--- config.mk ---
export PLATFORM = sky130hd
export DESIGN_NAME = bcr_clock_reset
export DESIGN_NICKNAME = d
export VERILOG_FILES = /design/src/rtl/bcr_pkg.sv /design/src/rtl/bcr_sync.sv /design/src/rtl/bcr_clock_reset.sv
export SDC_FILE = /design/constraint.sdc
export NUM_CORES = 1
export LEC_CHECK = 0
export ABC_AREA = 0
export BUFFER_PORTS_ARGS = -buffer_cell sky130_fd_sc_hd__buf_2
export CAP_MARGIN = 20
export CORE_UTILIZATION = 40
export DETAILED_ROUTE_END_ITERATION = 10
export PLACE_DENSITY = 0.57
export RECOVER_POWER = 100
export SLEW_MARGIN = 40
export SYNTH_ARGS = -nofsm -noshare
export SYNTH_HDL_FRONTEND = slang
export SYNTH_SLANG_ARGS = --single-unit
--- constraint.sdc ---
create_clock -name clk_i -period 2.5 [get_ports clk_i]
set_input_delay 0.375 -clock clk_i [delete_from_list [all_inputs] [get_ports clk_i]]
set_output_delay 0.375 -clock clk_i [all_outputs]
set_load 0.005 [all_outputs]
--- src/rtl/bcr_pkg.sv ---
package bcr_pkg;
   // ----------------------------------------
   // divider and reset timing
   // ----------------------------------------
   localparam int unsigned BCR_DIV_RATIO = 4;
   localparam int unsigned BCR_FAULT_HOLD_BUS_CYC = 4;
   localparam int unsigned BCR_RISE_LIMIT_BUS_CYC = 2;
   localparam logic [1:0] BCR_PH_RST = 2'h0;
   localparam logic [1:0] BCR_PH_HIGH_FIRST = 2'h2;
   localparam logic [7:0] BCR_CNT_RST = 8'h00;

   // ----------------------------------------
   // carriers
   // ----------------------------------------
   typedef struct packed {
      logic stop;
      logic single_chip;
      logic out_disable;
   } bcr_ctrl_t;

   typedef struct packed {
      logic o;
      logic oe;
   } bcr_pin_drv_t;

   typedef enum logic [1:0] {
      BCR_RUN,
      BCR_DRIVE,
      BCR_WATCH
   } bcr_state_t;
endpackage

--- src/rtl/bcr_sync.sv ---
`timescale 1ns/1ps
module bcr_sync
   import bcr_pkg::*;
(
   input wire logic clk_i,
   input wire logic rst_n_i,
   input wire logic d_i,
   output logic q_o
);
   logic meta;

   // first stage feeds only the second stage
   always_ff @(posedge clk_i) begin
      if (!rst_n_i) begin
         meta <= 1'b1;
         q_o <= 1'b1;
      end else begin
         meta <= d_i;
         q_o <= meta;
      end
   end
endmodule

--- src/rtl/bcr_clock_reset.sv ---
`timescale 1ns/1ps
module bcr_clock_reset
   import bcr_pkg::*;
#(
   parameter bit ALWAYS_ON = 1'b0,
   parameter int unsigned HOLD_BUS_CYC = BCR_FAULT_HOLD_BUS_CYC
)(
   input wire logic clk_i,
   input wire logic rst_n_i,
   input wire bcr_ctrl_t ctrl_i,
   input wire logic watchdog_fault_i,
   input wire logic clkmon_fault_i,
   input wire logic reset_pin_i,
   output logic reset_pin_o,
   output logic reset_pin_oe_o,
   output logic chip_reset_n_o,
   output logic internal_reset_o,
   output logic class_valid_o,
   output logic bus_clk_o,
   output logic bus_clk_pin_o,
   output logic process_phase_o,
   output logic access_phase_o
);
   // ----------------------------------------
   // parameter checks
   // ----------------------------------------
   // hold count must fit the eight bit counter below its saturation value
   if (HOLD_BUS_CYC < 1 || HOLD_BUS_CYC > 60) begin : g_bad_hold
      $error("HOLD_BUS_CYC out of range");
   end
   // two phase bits only serve a ratio of four
   if (BCR_DIV_RATIO != 4) begin : g_bad_ratio
      $error("divide ratio must be four");
   end
   // internal-rise window must end before the rise count saturates
   if (BCR_RISE_LIMIT_BUS_CYC * BCR_DIV_RATIO > 254) begin : g_bad_rise
      $error("rise window too long");
   end

   localparam logic [7:0] HOLD_CNT = 8'((HOLD_BUS_CYC * BCR_DIV_RATIO) - 1);
   localparam logic [7:0] RISE_CNT = 8'(BCR_RISE_LIMIT_BUS_CYC * BCR_DIV_RATIO);

   // ----------------------------------------
   // helpers
   // ----------------------------------------
   // bus clock level that belongs to a phase count
   function automatic logic phase_is_high(input logic [1:0] ph);
      return ph >= BCR_PH_HIGH_FIRST;
   endfunction

   // saturating step so a pin stuck low never wraps the count
   function automatic logic [7:0] count_step(input logic [7:0] c);
      return (c == 8'hff) ? c : c + 8'h01;
   endfunction

   // ----------------------------------------
   // pin input synchroniser
   // ----------------------------------------
   logic pin_sync;

   bcr_sync u_sync (
      .clk_i(clk_i),
      .rst_n_i(rst_n_i),
      .d_i(reset_pin_i),
      .q_o(pin_sync)
   );

   // ----------------------------------------
   // divide-by-four phase counter
   // ----------------------------------------
   logic [1:0] phase;
   logic [1:0] next_phase;
   logic pin_low;
   wire logic halted = ctrl_i.stop;

   // frozen in stop so e stays put rather than glitching
   assign next_phase = halted ? phase : phase + 2'h1;

   // ----------------------------------------
   // reset pin driver and classification
   // ----------------------------------------
   bcr_state_t state;
   bcr_state_t next_state;
   logic [7:0] cnt;
   logic [7:0] next_cnt;
   logic next_internal;
   logic next_valid;
   wire logic fault = watchdog_fault_i | clkmon_fault_i;

   assign pin_low = ~pin_sync;

   always_comb begin
      next_state = state;
      next_cnt = cnt;
      next_internal = internal_reset_o;
      next_valid = class_valid_o;
      unique case (state)
         BCR_RUN: begin
            if (fault) begin
               next_state = BCR_DRIVE;
               next_cnt = BCR_CNT_RST;
               next_valid = 1'b0;
            end else if (pin_low) begin
               next_state = BCR_WATCH;
               next_cnt = BCR_CNT_RST;
               next_valid = 1'b0;
            end
         end
         BCR_DRIVE: begin
            next_cnt = count_step(cnt);
            if (cnt == HOLD_CNT) begin
               next_state = BCR_WATCH;
               next_cnt = BCR_CNT_RST;
            end
         end
         BCR_WATCH: begin
            // sync delay counted in: rise seen under two bus clocks is internal
            if (!pin_low) begin
               next_state = BCR_RUN;
               next_internal = (cnt < RISE_CNT);
               next_valid = 1'b1;
            end else begin
               next_cnt = count_step(cnt);
            end
         end
         default: begin
            next_state = BCR_RUN;
         end
      endcase
   end

   // ----------------------------------------
   // output decode
   // ----------------------------------------
   logic chip_rst_n;
   logic next_e;
   logic pin_gate_open;
   logic next_e_pin;
   logic next_process;
   logic next_access;
   logic next_chip_rst_n;
   logic next_pin_oe;

   assign next_e = phase_is_high(next_phase);
   // pin gating only honoured in single-chip, and never on the fixed variant
   assign pin_gate_open = ALWAYS_ON | ~(ctrl_i.single_chip & ctrl_i.out_disable);
   assign next_e_pin = next_e & pin_gate_open;
   // phase flags drop in stop: nothing is processed or accessed while frozen
   assign next_process = ~next_e & ~halted;
   assign next_access = next_e & ~halted;
   // chip stays in reset for the whole drive and watch stretch
   assign next_chip_rst_n = (next_state == BCR_RUN);
   assign next_pin_oe = (next_state == BCR_DRIVE);

   // ----------------------------------------
   // divider register
   // ----------------------------------------
   always_ff @(posedge clk_i) begin
      if (!rst_n_i) begin
         phase <= BCR_PH_RST;
      end else begin
         phase <= next_phase;
      end
   end

   // ----------------------------------------
   // reset sequencer registers
   // ----------------------------------------
   always_ff @(posedge clk_i) begin
      if (!rst_n_i) begin
         state <= BCR_RUN;
         cnt <= BCR_CNT_RST;
      end else begin
         state <= next_state;
         cnt <= next_cnt;
      end
   end

   // ----------------------------------------
   // classification registers
   // ----------------------------------------
   // valid drops at each new reset so stale class is never read
   always_ff @(posedge clk_i) begin
      if (!rst_n_i) begin
         internal_reset_o <= 1'b0;
         class_valid_o <= 1'b0;
      end else begin
         internal_reset_o <= next_internal;
         class_valid_o <= next_valid;
      end
   end

   // ----------------------------------------
   // reset pin and chip reset registers
   // ----------------------------------------
   always_ff @(posedge clk_i) begin
      if (!rst_n_i) begin
         chip_rst_n <= 1'b0;
         reset_pin_o <= 1'b0;
         reset_pin_oe_o <= 1'b0;
      end else begin
         chip_rst_n <= next_chip_rst_n;
         reset_pin_o <= 1'b0; // open drain only ever pulls low
         reset_pin_oe_o <= next_pin_oe;
      end
   end

   // ----------------------------------------
   // bus clock registers
   // ----------------------------------------
   // all four registered from one decode so they switch on the same edge
   always_ff @(posedge clk_i) begin
      if (!rst_n_i) begin
         bus_clk_o <= 1'b0;
         bus_clk_pin_o <= 1'b0;
         process_phase_o <= 1'b0;
         access_phase_o <= 1'b0;
      end else begin
         bus_clk_o <= next_e;
         bus_clk_pin_o <= next_e_pin;
         process_phase_o <= next_process;
         access_phase_o <= next_access;
      end
   end

   assign chip_reset_n_o = chip_rst_n;
endmodule

# Word level (Yosys, flattened, before mapping)
# Cells that the tools add are included.
# Widths: inputs -> output; s select.
# word_totals
wordCells	56
latch_bits	0
rom_bits	0
regBits	22
mem_bits_rw	0
mem_count	0
output_inout_bits	9
# op_classes
n_eq_ne	8
shifts	0
bitwise	8
multipliers	0
reduce_logical	7
addsub	2
n_mux	16
order_cmp	2
div_mod_pow	0
# ops
op	n
$mux 8	5
$pmux 8 s3	1
$mux 2	5
$add 8x1->8 const B	1
$eq 8x4->1 const B	1
$eq 8x8->1 const B	1
$lt 8x4->1 const B	1
$pmux 2 s3	1
$reduce_and 3->1	2
$and 1x1->1	4
$eq 2x1->1 const B	2
$logic_not 2->1	2
$mux 1	3
$ne 3x3->1 const B	1
$not 1->1	3
$reduce_bool 3->1	1
$add 2x1->2 const B	1
$eq 2x2->1 const B	1
$ge 2x2->1 const B	1
$ne 2x1->1 const B	1
$ne 2x2->1 const B	1
$pmux 1 s2	1
$reduce_and 2->1	1
$reduce_bool 2->1	1
$or 1x1->1	1

# Longest topological paths before layout
# Gate-level depths: netlist (run 1).
# logic_depth
depth_word	5
depth_mapped	7
mapped_depth_nobuf	6

# Hierarchy
# A second synthesis (run 1) with hierarchy kept.
# hier_totals
hier_cells	116
area_unflattened_um2	1061.0
# by_module_without_submodules
module	area_each_um2	cells_each	instances	seq_area_each_um2
bcr_clock_reset	1008.5	112	1	380.4
bcr_sync	52.6	4	1	40.0

# Worst setup path before layout (run 1)
# OpenSTA, ideal clock, no wires.
# synth_timing
path_type	register -> register
from	register state[0]
to	register cnt[7]
path_stages_with_launch	7
n_path_buf	0
setup_ns	0.087
slack_ns	0.723
arrival_ns	1.691
period_less_slack_ns	1.777
required_ns	2.413
path_cell_list	dfxtp_1 -> inv_1 -> ha_1 -> a21o_1 -> a31o_1 -> or3_1 -> a221oi_2
# synth_via
elab_chain_len	3
elab_cells_between_ends	8
cone_classes	4 x eq/ne; 1 x mux; 3 x reduce/logical
# synth_rtl
item	line_no	source
start: declaration	bcr_clock_reset.sv:82	bcr_state_t state;
start signal: assignment	bcr_clock_reset.sv:174	state <= next_state;
$eq 2x2->1, or another cell as far along	bcr_clock_reset.sv:97	unique case (state)
$ne 2x2->1 (no source line), or another cell as far along	--	
$reduce_and 3->1 (no source line)	--	
end signal: assignment	bcr_clock_reset.sv:175	cnt <= next_cnt;
end: declaration	bcr_clock_reset.sv:84	logic [7:0] cnt;
# Several ways; a longest one is shown, not always the timed one.
# A chain may end at the register's enable or synchronous reset.

# Worst setup path in the final report (run 1)
# Same ends and word-level chain as after synthesis.

==> metrics, run 1 <==
outcome completed; Hold Worst Slack 0.222 ns; clock sinks 21; DP HPWL roughly 1700 um; DR vias/cell 5.31; CTS Buf Count 3; crit path kind flop to flop; post-layout util 0.464; worst min path class input port to flop; Yosys warning total 0; chip width 53.3 um; pre-CTS WS 0.451 ns; final setup vio count 0; Max Slew Vio Count 0; Fin Setup TNS 0 ns; num ports 17; pwr dens 550 mW/mm2; Sw Share 0.284; clock tree buffer depth 2; synthesized netlist cell count 121; maxcap violations 0; first-pass GRT wire length 3660 um; vias in the first global route 821; Yosys cell types 40; min cycle time layout 2.10 ns; sw power 180 uW; LEAKAGE 0.422 nW; chip height between 50 and 60 um; # nets final 152; FMAX 476 MHz; Remaining Overflow, GRT 0; port bufs 15; Clk pwr share 0.278; routability cong. about 0.77; DRC 0; final hold violations 0; setup ws final 0.398 ns; max incr delay on CP 0.43 ns; Synth top area share 0.399; worst vdd ir 352 uV; Req. time, crit path 2.73 ns; Max H-tree Level 1; Post-DRT Antenna Nets 0; worst-path maximum fanout 12; Seq/Total Area, Yosys 0.399; Initial DRC Count 14; logic gate share of total power 0.146; Seq cells post-synth 21; Syn Area/Cell 8.71 um2; pin count of the biggest net entering global routing 14; Clock Skew 0.00159 ns; Flop pwr share 0.576; CTS tree built; Die ar. 0.00284 mm2; post-CTS sizing 0; DR WL/cell around 13 um; Power Total 632 uW; Synth Net Count ~140; postcts setup bufs 0; n_diodes 0; detailed-route via count 887; Pre-antenna DRT Iters 4; Root Buffer clkbuf_4; Tcrit/Tclk final 0.841; cells taking the most area after synthesis dfxtp_1 (40%), ha_1 (7.1%), a21oi_1 (4.8%); Most used DFF post-synth dfxtp_1; ratio of cells with drive above 1 in the final layout 0.102; Total GRT Usage 0.177; Int Power about 450 uW; initial antenna violation count 0; cts hold-fix bufs 0; EDFF count, synth 0; starting density of the core 0.425; critical path startpoint category flop; Worst Tran Pin Value 0.520 ns; Mapped Area ~0.0011 mm2; unrepaired setup endpoints after global routing false; Crit-path slowest cell dfxtp_1; Syn-to-layout area delta 9.14%; cell accounting for the most synthesized area dfxtp_1; clock slew at reported path FFs 0.13 ns; Core ar. 0.00248 mm2; Async SR Flop Fraction 0; Rows 18; wirelength, routed about 2200 um; Clk Latency, worst-skew pair 0.31 ns; arrival time worst endpoint 2.33 ns; Critical Path End Type flop; worst-path cell chain inv_1 -> ha_1 -> a21o_1 -> a31o_1 -> or3_1 -> a221oi_1; Slew headroom 0.652
-- power groups by stage --
stage                     logic (mW)  registers (mW)  clock network [mW]
after floorplan               0.0669           0.370                   0
after global placement        0.0939           0.370                   0
after detailed placement      0.0962           0.371                   0
after CTS                     0.0965           0.364               0.186
after global routing           0.105           0.367               0.197
final                         0.0924           0.364               0.176
-- cell usage after synthesis, types with 2 or more instances --
library cell	count
a21o_1	2
o31ai_1	2
a211oi_1	4
o21ai_0	4
or3_1	3
nor4_1	3
dfxtp_1	21
a31oi_1	2
o21ai_1	2
nand4_1	2
nand3_1	3
nor3_1	6
nand2_1	5
nand2b_1	3
a21oi_1	10
or4_1	2
nor2_1	8
ha_1	6
buf_4	2
inv_1	8
nor2b_1	4
-- metrics by stage --
| step | instance area [um2] | cells |
|---|---|---|
| detailed placement | 1140 | 163 |
| global placement | 1140 | 163 |
| finish | 1150 | 167 |
| CTS | 1170 | 167 |
| floorplan | 1050 | 121 |
| global route | 1150 | 167 |
-- logic make-up (layout without fill, tap and decap cells) --
family	after synthesis	after routing	synth area share
flip-flops	21	21	0.399
XOR/XNOR	2	2	0.0166
adder cells (fa/ha/maj)	6	6	0.0713
buffers and inverters	12	28	0.0570
AO/OA/AOI/OAI	34	34	0.220
other	1	1	0.00356
AND/OR/NAND/NOR	45	45	0.233
-- final cells by class --
type	count	area, um2
multi-input combinational	88	561
tap	30	37.5
fill	264	1330
timing repair buffer	15	67.6
sequential	21	420
clock buffer	3	22.5
inverter	9	33.8
clock inverter	1	7.51
-- registers in the layout, indices dropped and copies added, names as in the netlist --
| signal | flops |
|---|---|
| bus_clk_pin_o | 1 |
| u_sync.meta | 1 |
| reset_pin_oe_o | 1 |
| chip_reset_n_o | 1 |
| u_sync.q_o | 1 |
| cnt | 8 |
| internal_reset_o | 1 |
| phase | 2 |
| class_valid_o | 1 |
| access_phase_o | 1 |
| process_phase_o | 1 |
| state | 2 |
-- worst max-delay path: cells and delay by family, from the launching register on --
kind                       cells  cell delay, ns
adders and majority gates      1            0.28
AOI/OAI and AO/OA              3            0.79
buffers and inverters          1            0.10
and+or+nand+nor                1            0.41
DFF                            1            0.43
-- per-layer routing --
layer / up-vias / track usage / share of wire
li1: 471 / - / -
met4: 0 / 0.0263 / 0.0045
met1: 399 / 0.243 / 0.49
met3: 2 / 0.0517 / 0.042
met5: - / 0 / 0
met2: 15 / 0.275 / 0.46
-- placed cells by master (no fill, tap or decap), types with 2 or more instances in the layout --
cell type and count:
nor2_1 8, nand4_1 2, clkbuf_1 6, a211oi_1 4, nand2_1 5, a21o_1 2, clkbuf_4 3, nand2b_1 3
nor4_1 3, a221oi_1 2, nor3_1 6, inv_1 8, or3_1 3, ha_1 6, dfxtp_1 21, a31oi_1 2
o31ai_1 2, o21ai_0 4, or4_1 2, o21ai_1 2, buf_2 9, a21oi_1 10, nor2b_1 4, nand3_1 3
-- worst paths after layout --
path / from / endpoint / slack [ns] / cells past startpoint
worst min-delay path: ctrl_i[0] / bus_clk_pin_o / 0.22 / 2
worst min register to register: u_sync.meta / u_sync.q_o / 0.43 / 1
worst max-delay path: state[0] / cnt[7] / 0.40 / 6
worst max register to register: state[0] / cnt[7] / 0.40 / 6
Note: power is estimated with default switching activity, not from simulation.
==> run 2: changes to the inputs <==
clock period = 1.95 ns   (was 2.5 ns; I/O delays follow)
==> run 2 against run 1 <==
Clock-buffer cell count up 1. Die area stayed put. Non-clock buffer count is 5 higher. Via count grew 6.3%. Sequential cell count did not move. Critical path depth unchanged. Worst hold slack got worse by 0.064 ns. Sequential share of layout area down 0.94 points.
==> metrics, run 2 (synthesis results as in run 1) <==
first-pass GRT wire length 3650 um; reg2reg start state[0]; Fill cells 262; Remaining Overflow, GRT 0; hold_sp ctrl_i[0]; clock sinks 21; worst min path class input port to flop; crit path kind flop to flop; internal reg-to-reg setup slack roughly 0.087 ns; Int Power 590 uW; Total GRT Usage 0.173; Clk Latency, worst-skew pair ~0.30 ns; initial antenna violation count 0; Hold Path Depth 2; pwr dens 680 mW/mm2; clock slew at reported path FFs between 0.1 and 0.15 ns; worst-path cell chain inv_1 -> ha_1 -> a21o_1 -> a31o_1 -> or3_1 -> a221oi_1; final hold violations 0; reg-to-reg endpoint cnt[7]; port bufs 15; postcts setup bufs 0; Clk pwr share 0.258; Tcrit/Tclk final 0.955; pre-CTS WS 0.0625 ns; Die ar. 0.00284 mm2; # nets final around 160; Pre-antenna DRT Iters 4; Clock Skew between 0.003 and 0.004 ns; ratio of cells with drive above 1 in the final layout 0.141; Root Buffer clkbuf_4; DR WL/cell 13.1 um; Critical Path End Type flop; outcome completed; starting density of the core 0.425; Crit-path slowest cell dfxtp_2; CTS Buf Count 3; Register-to-Register Path Depth 6; Fin Setup TNS 0 ns; sw power 215 uW; max incr delay on CP 0.38 ns; detailed-route via count between 900 and 1,000; largest registers cnt x8, phase x2, state x2; FMAX 537 MHz; Syn-to-layout area delta 12.4%; Post-DRT Antenna Nets 0; min cycle time layout 1.86 ns; routability cong. 0.857; most common cell after layout, fill and taps aside dfxtp_1; maxcap violations 0; chip width 53.3 um; final setup vio count 0; Core ar. 0.00248 mm2; logic gate share of total power 0.161; Req. time, crit path 2.16 ns; worst vdd ir 482 uV; CTS tree built; Most flops, register cnt; pin count of the biggest net entering global routing 12; max reg flops 8; DR vias/cell 5.48; worst-path maximum fanout 6; LEAKAGE 0.451 nW; Sw Share 0.267; chip height 53.3 um; Max Slew Vio Count 0; setup ws final between 0.08 and 0.09 ns; critical path startpoint category flop; Max H-tree Level 1; Flop pwr share 0.581; Initial DRC Count 25; arrival time worst endpoint about 2.1 ns; most frequent cells in the layout dfxtp_1 (20), a21oi_1 (10), buf_2 (10), inv_1 (8), nor2_1 (8); vias in the first global route 854; wirelength, routed 2260 um; n_diodes 0; DP HPWL 1690 um; Rows 18; num ports 17; DRC 0; unrepaired setup endpoints after global routing false; hold endpoint bus_clk_pin_o; clock tree buffer depth 2
[run 2: changes by cell type in the layout (fill, tap and decap cells not counted)]
cell | previous run | this run
dfxtp_2 | 0 | 1
buf_4 | 0 | 4
dfxtp_1 | 21 | 20
buf_2 | 9 | 10
o21ai_0 | 4 | 5
o21ai_1 | 2 | 1
clkbuf_2 | 0 | 1
clkinvlp_4 | 1 | 0
[run 2: stage by stage]
step	total power, mW	hold WS, ns	utilization	cells	instance area, um2
6_report	0.804	0.158	0.478	172	1180
5_1_grt	0.845	0.157	0.478	172	1180
4_1_cts	0.819	0.151	0.486	172	1200
3_5_place_dp	0.610	0.410	0.475	168	1180
3_3_place_gp	0.605	0.390	0.475	168	1180
2_1_floorplan	0.560	0.366	-	121	1050
[run 2: power by group through the flow]
stage / sequential (mW) / clock, mW / combinational (mW)
after floorplan: 0.475 / 0 / 0.0858
after global placement: 0.475 / 0 / 0.130
after detailed placement: 0.476 / 0 / 0.133
after CTS: 0.467 / 0.219 / 0.134
after global routing: 0.472 / 0.228 / 0.146
final: 0.468 / 0.207 / 0.130
[run 2: worst max-delay path by stage]
stage | startpoint | to
after global routing | state[0] | reset_pin_oe_o
final | state[0] | cnt[7]
after detailed placement | state[0] | cnt[7]
after global placement | state[0] | cnt[7]
after floorplan | state[0] | cnt[7]
after CTS | state[0] | cnt[7]
[run 2: cell type report]
cell class / count / area, um2 / share of cell area
sequential: 21 / 422 / 0.356
inverter: 9 / 33.8 / 0.0285
clock buffer: 4 / 26.3 / 0.0222
multi-input combinational: 88 / 561 / 0.474
timing repair buffer: 20 / 104 / 0.0877
tap: 30 / 37.5 / 0.0317
[run 2: what timing repair did]
action	4_1_cts	5_1_grt
hold buffers	0	0
gates resized for setup	0	1
setup endpoints to repair	0	3
[run 2: worst max-delay path: cells and delay by family, from the launching register on]
| kind | cells | cell delay, ns |
|---|---|---|
| buf+inv | 1 | 0.09 |
| simple gates | 1 | 0.38 |
| flops | 1 | 0.38 |
| fa+ha+maj | 1 | 0.23 |
| compound gates | 3 | 0.70 |
[run 2: layer usage]
metal	up-vias	track usage	share of wire
met1	439	0.227	0.49
met5	-	0	0
met2	21	0.281	0.48
met3	2	0.0172	0.029
met4	0	0.0789	0.0062
li1	481	-	-
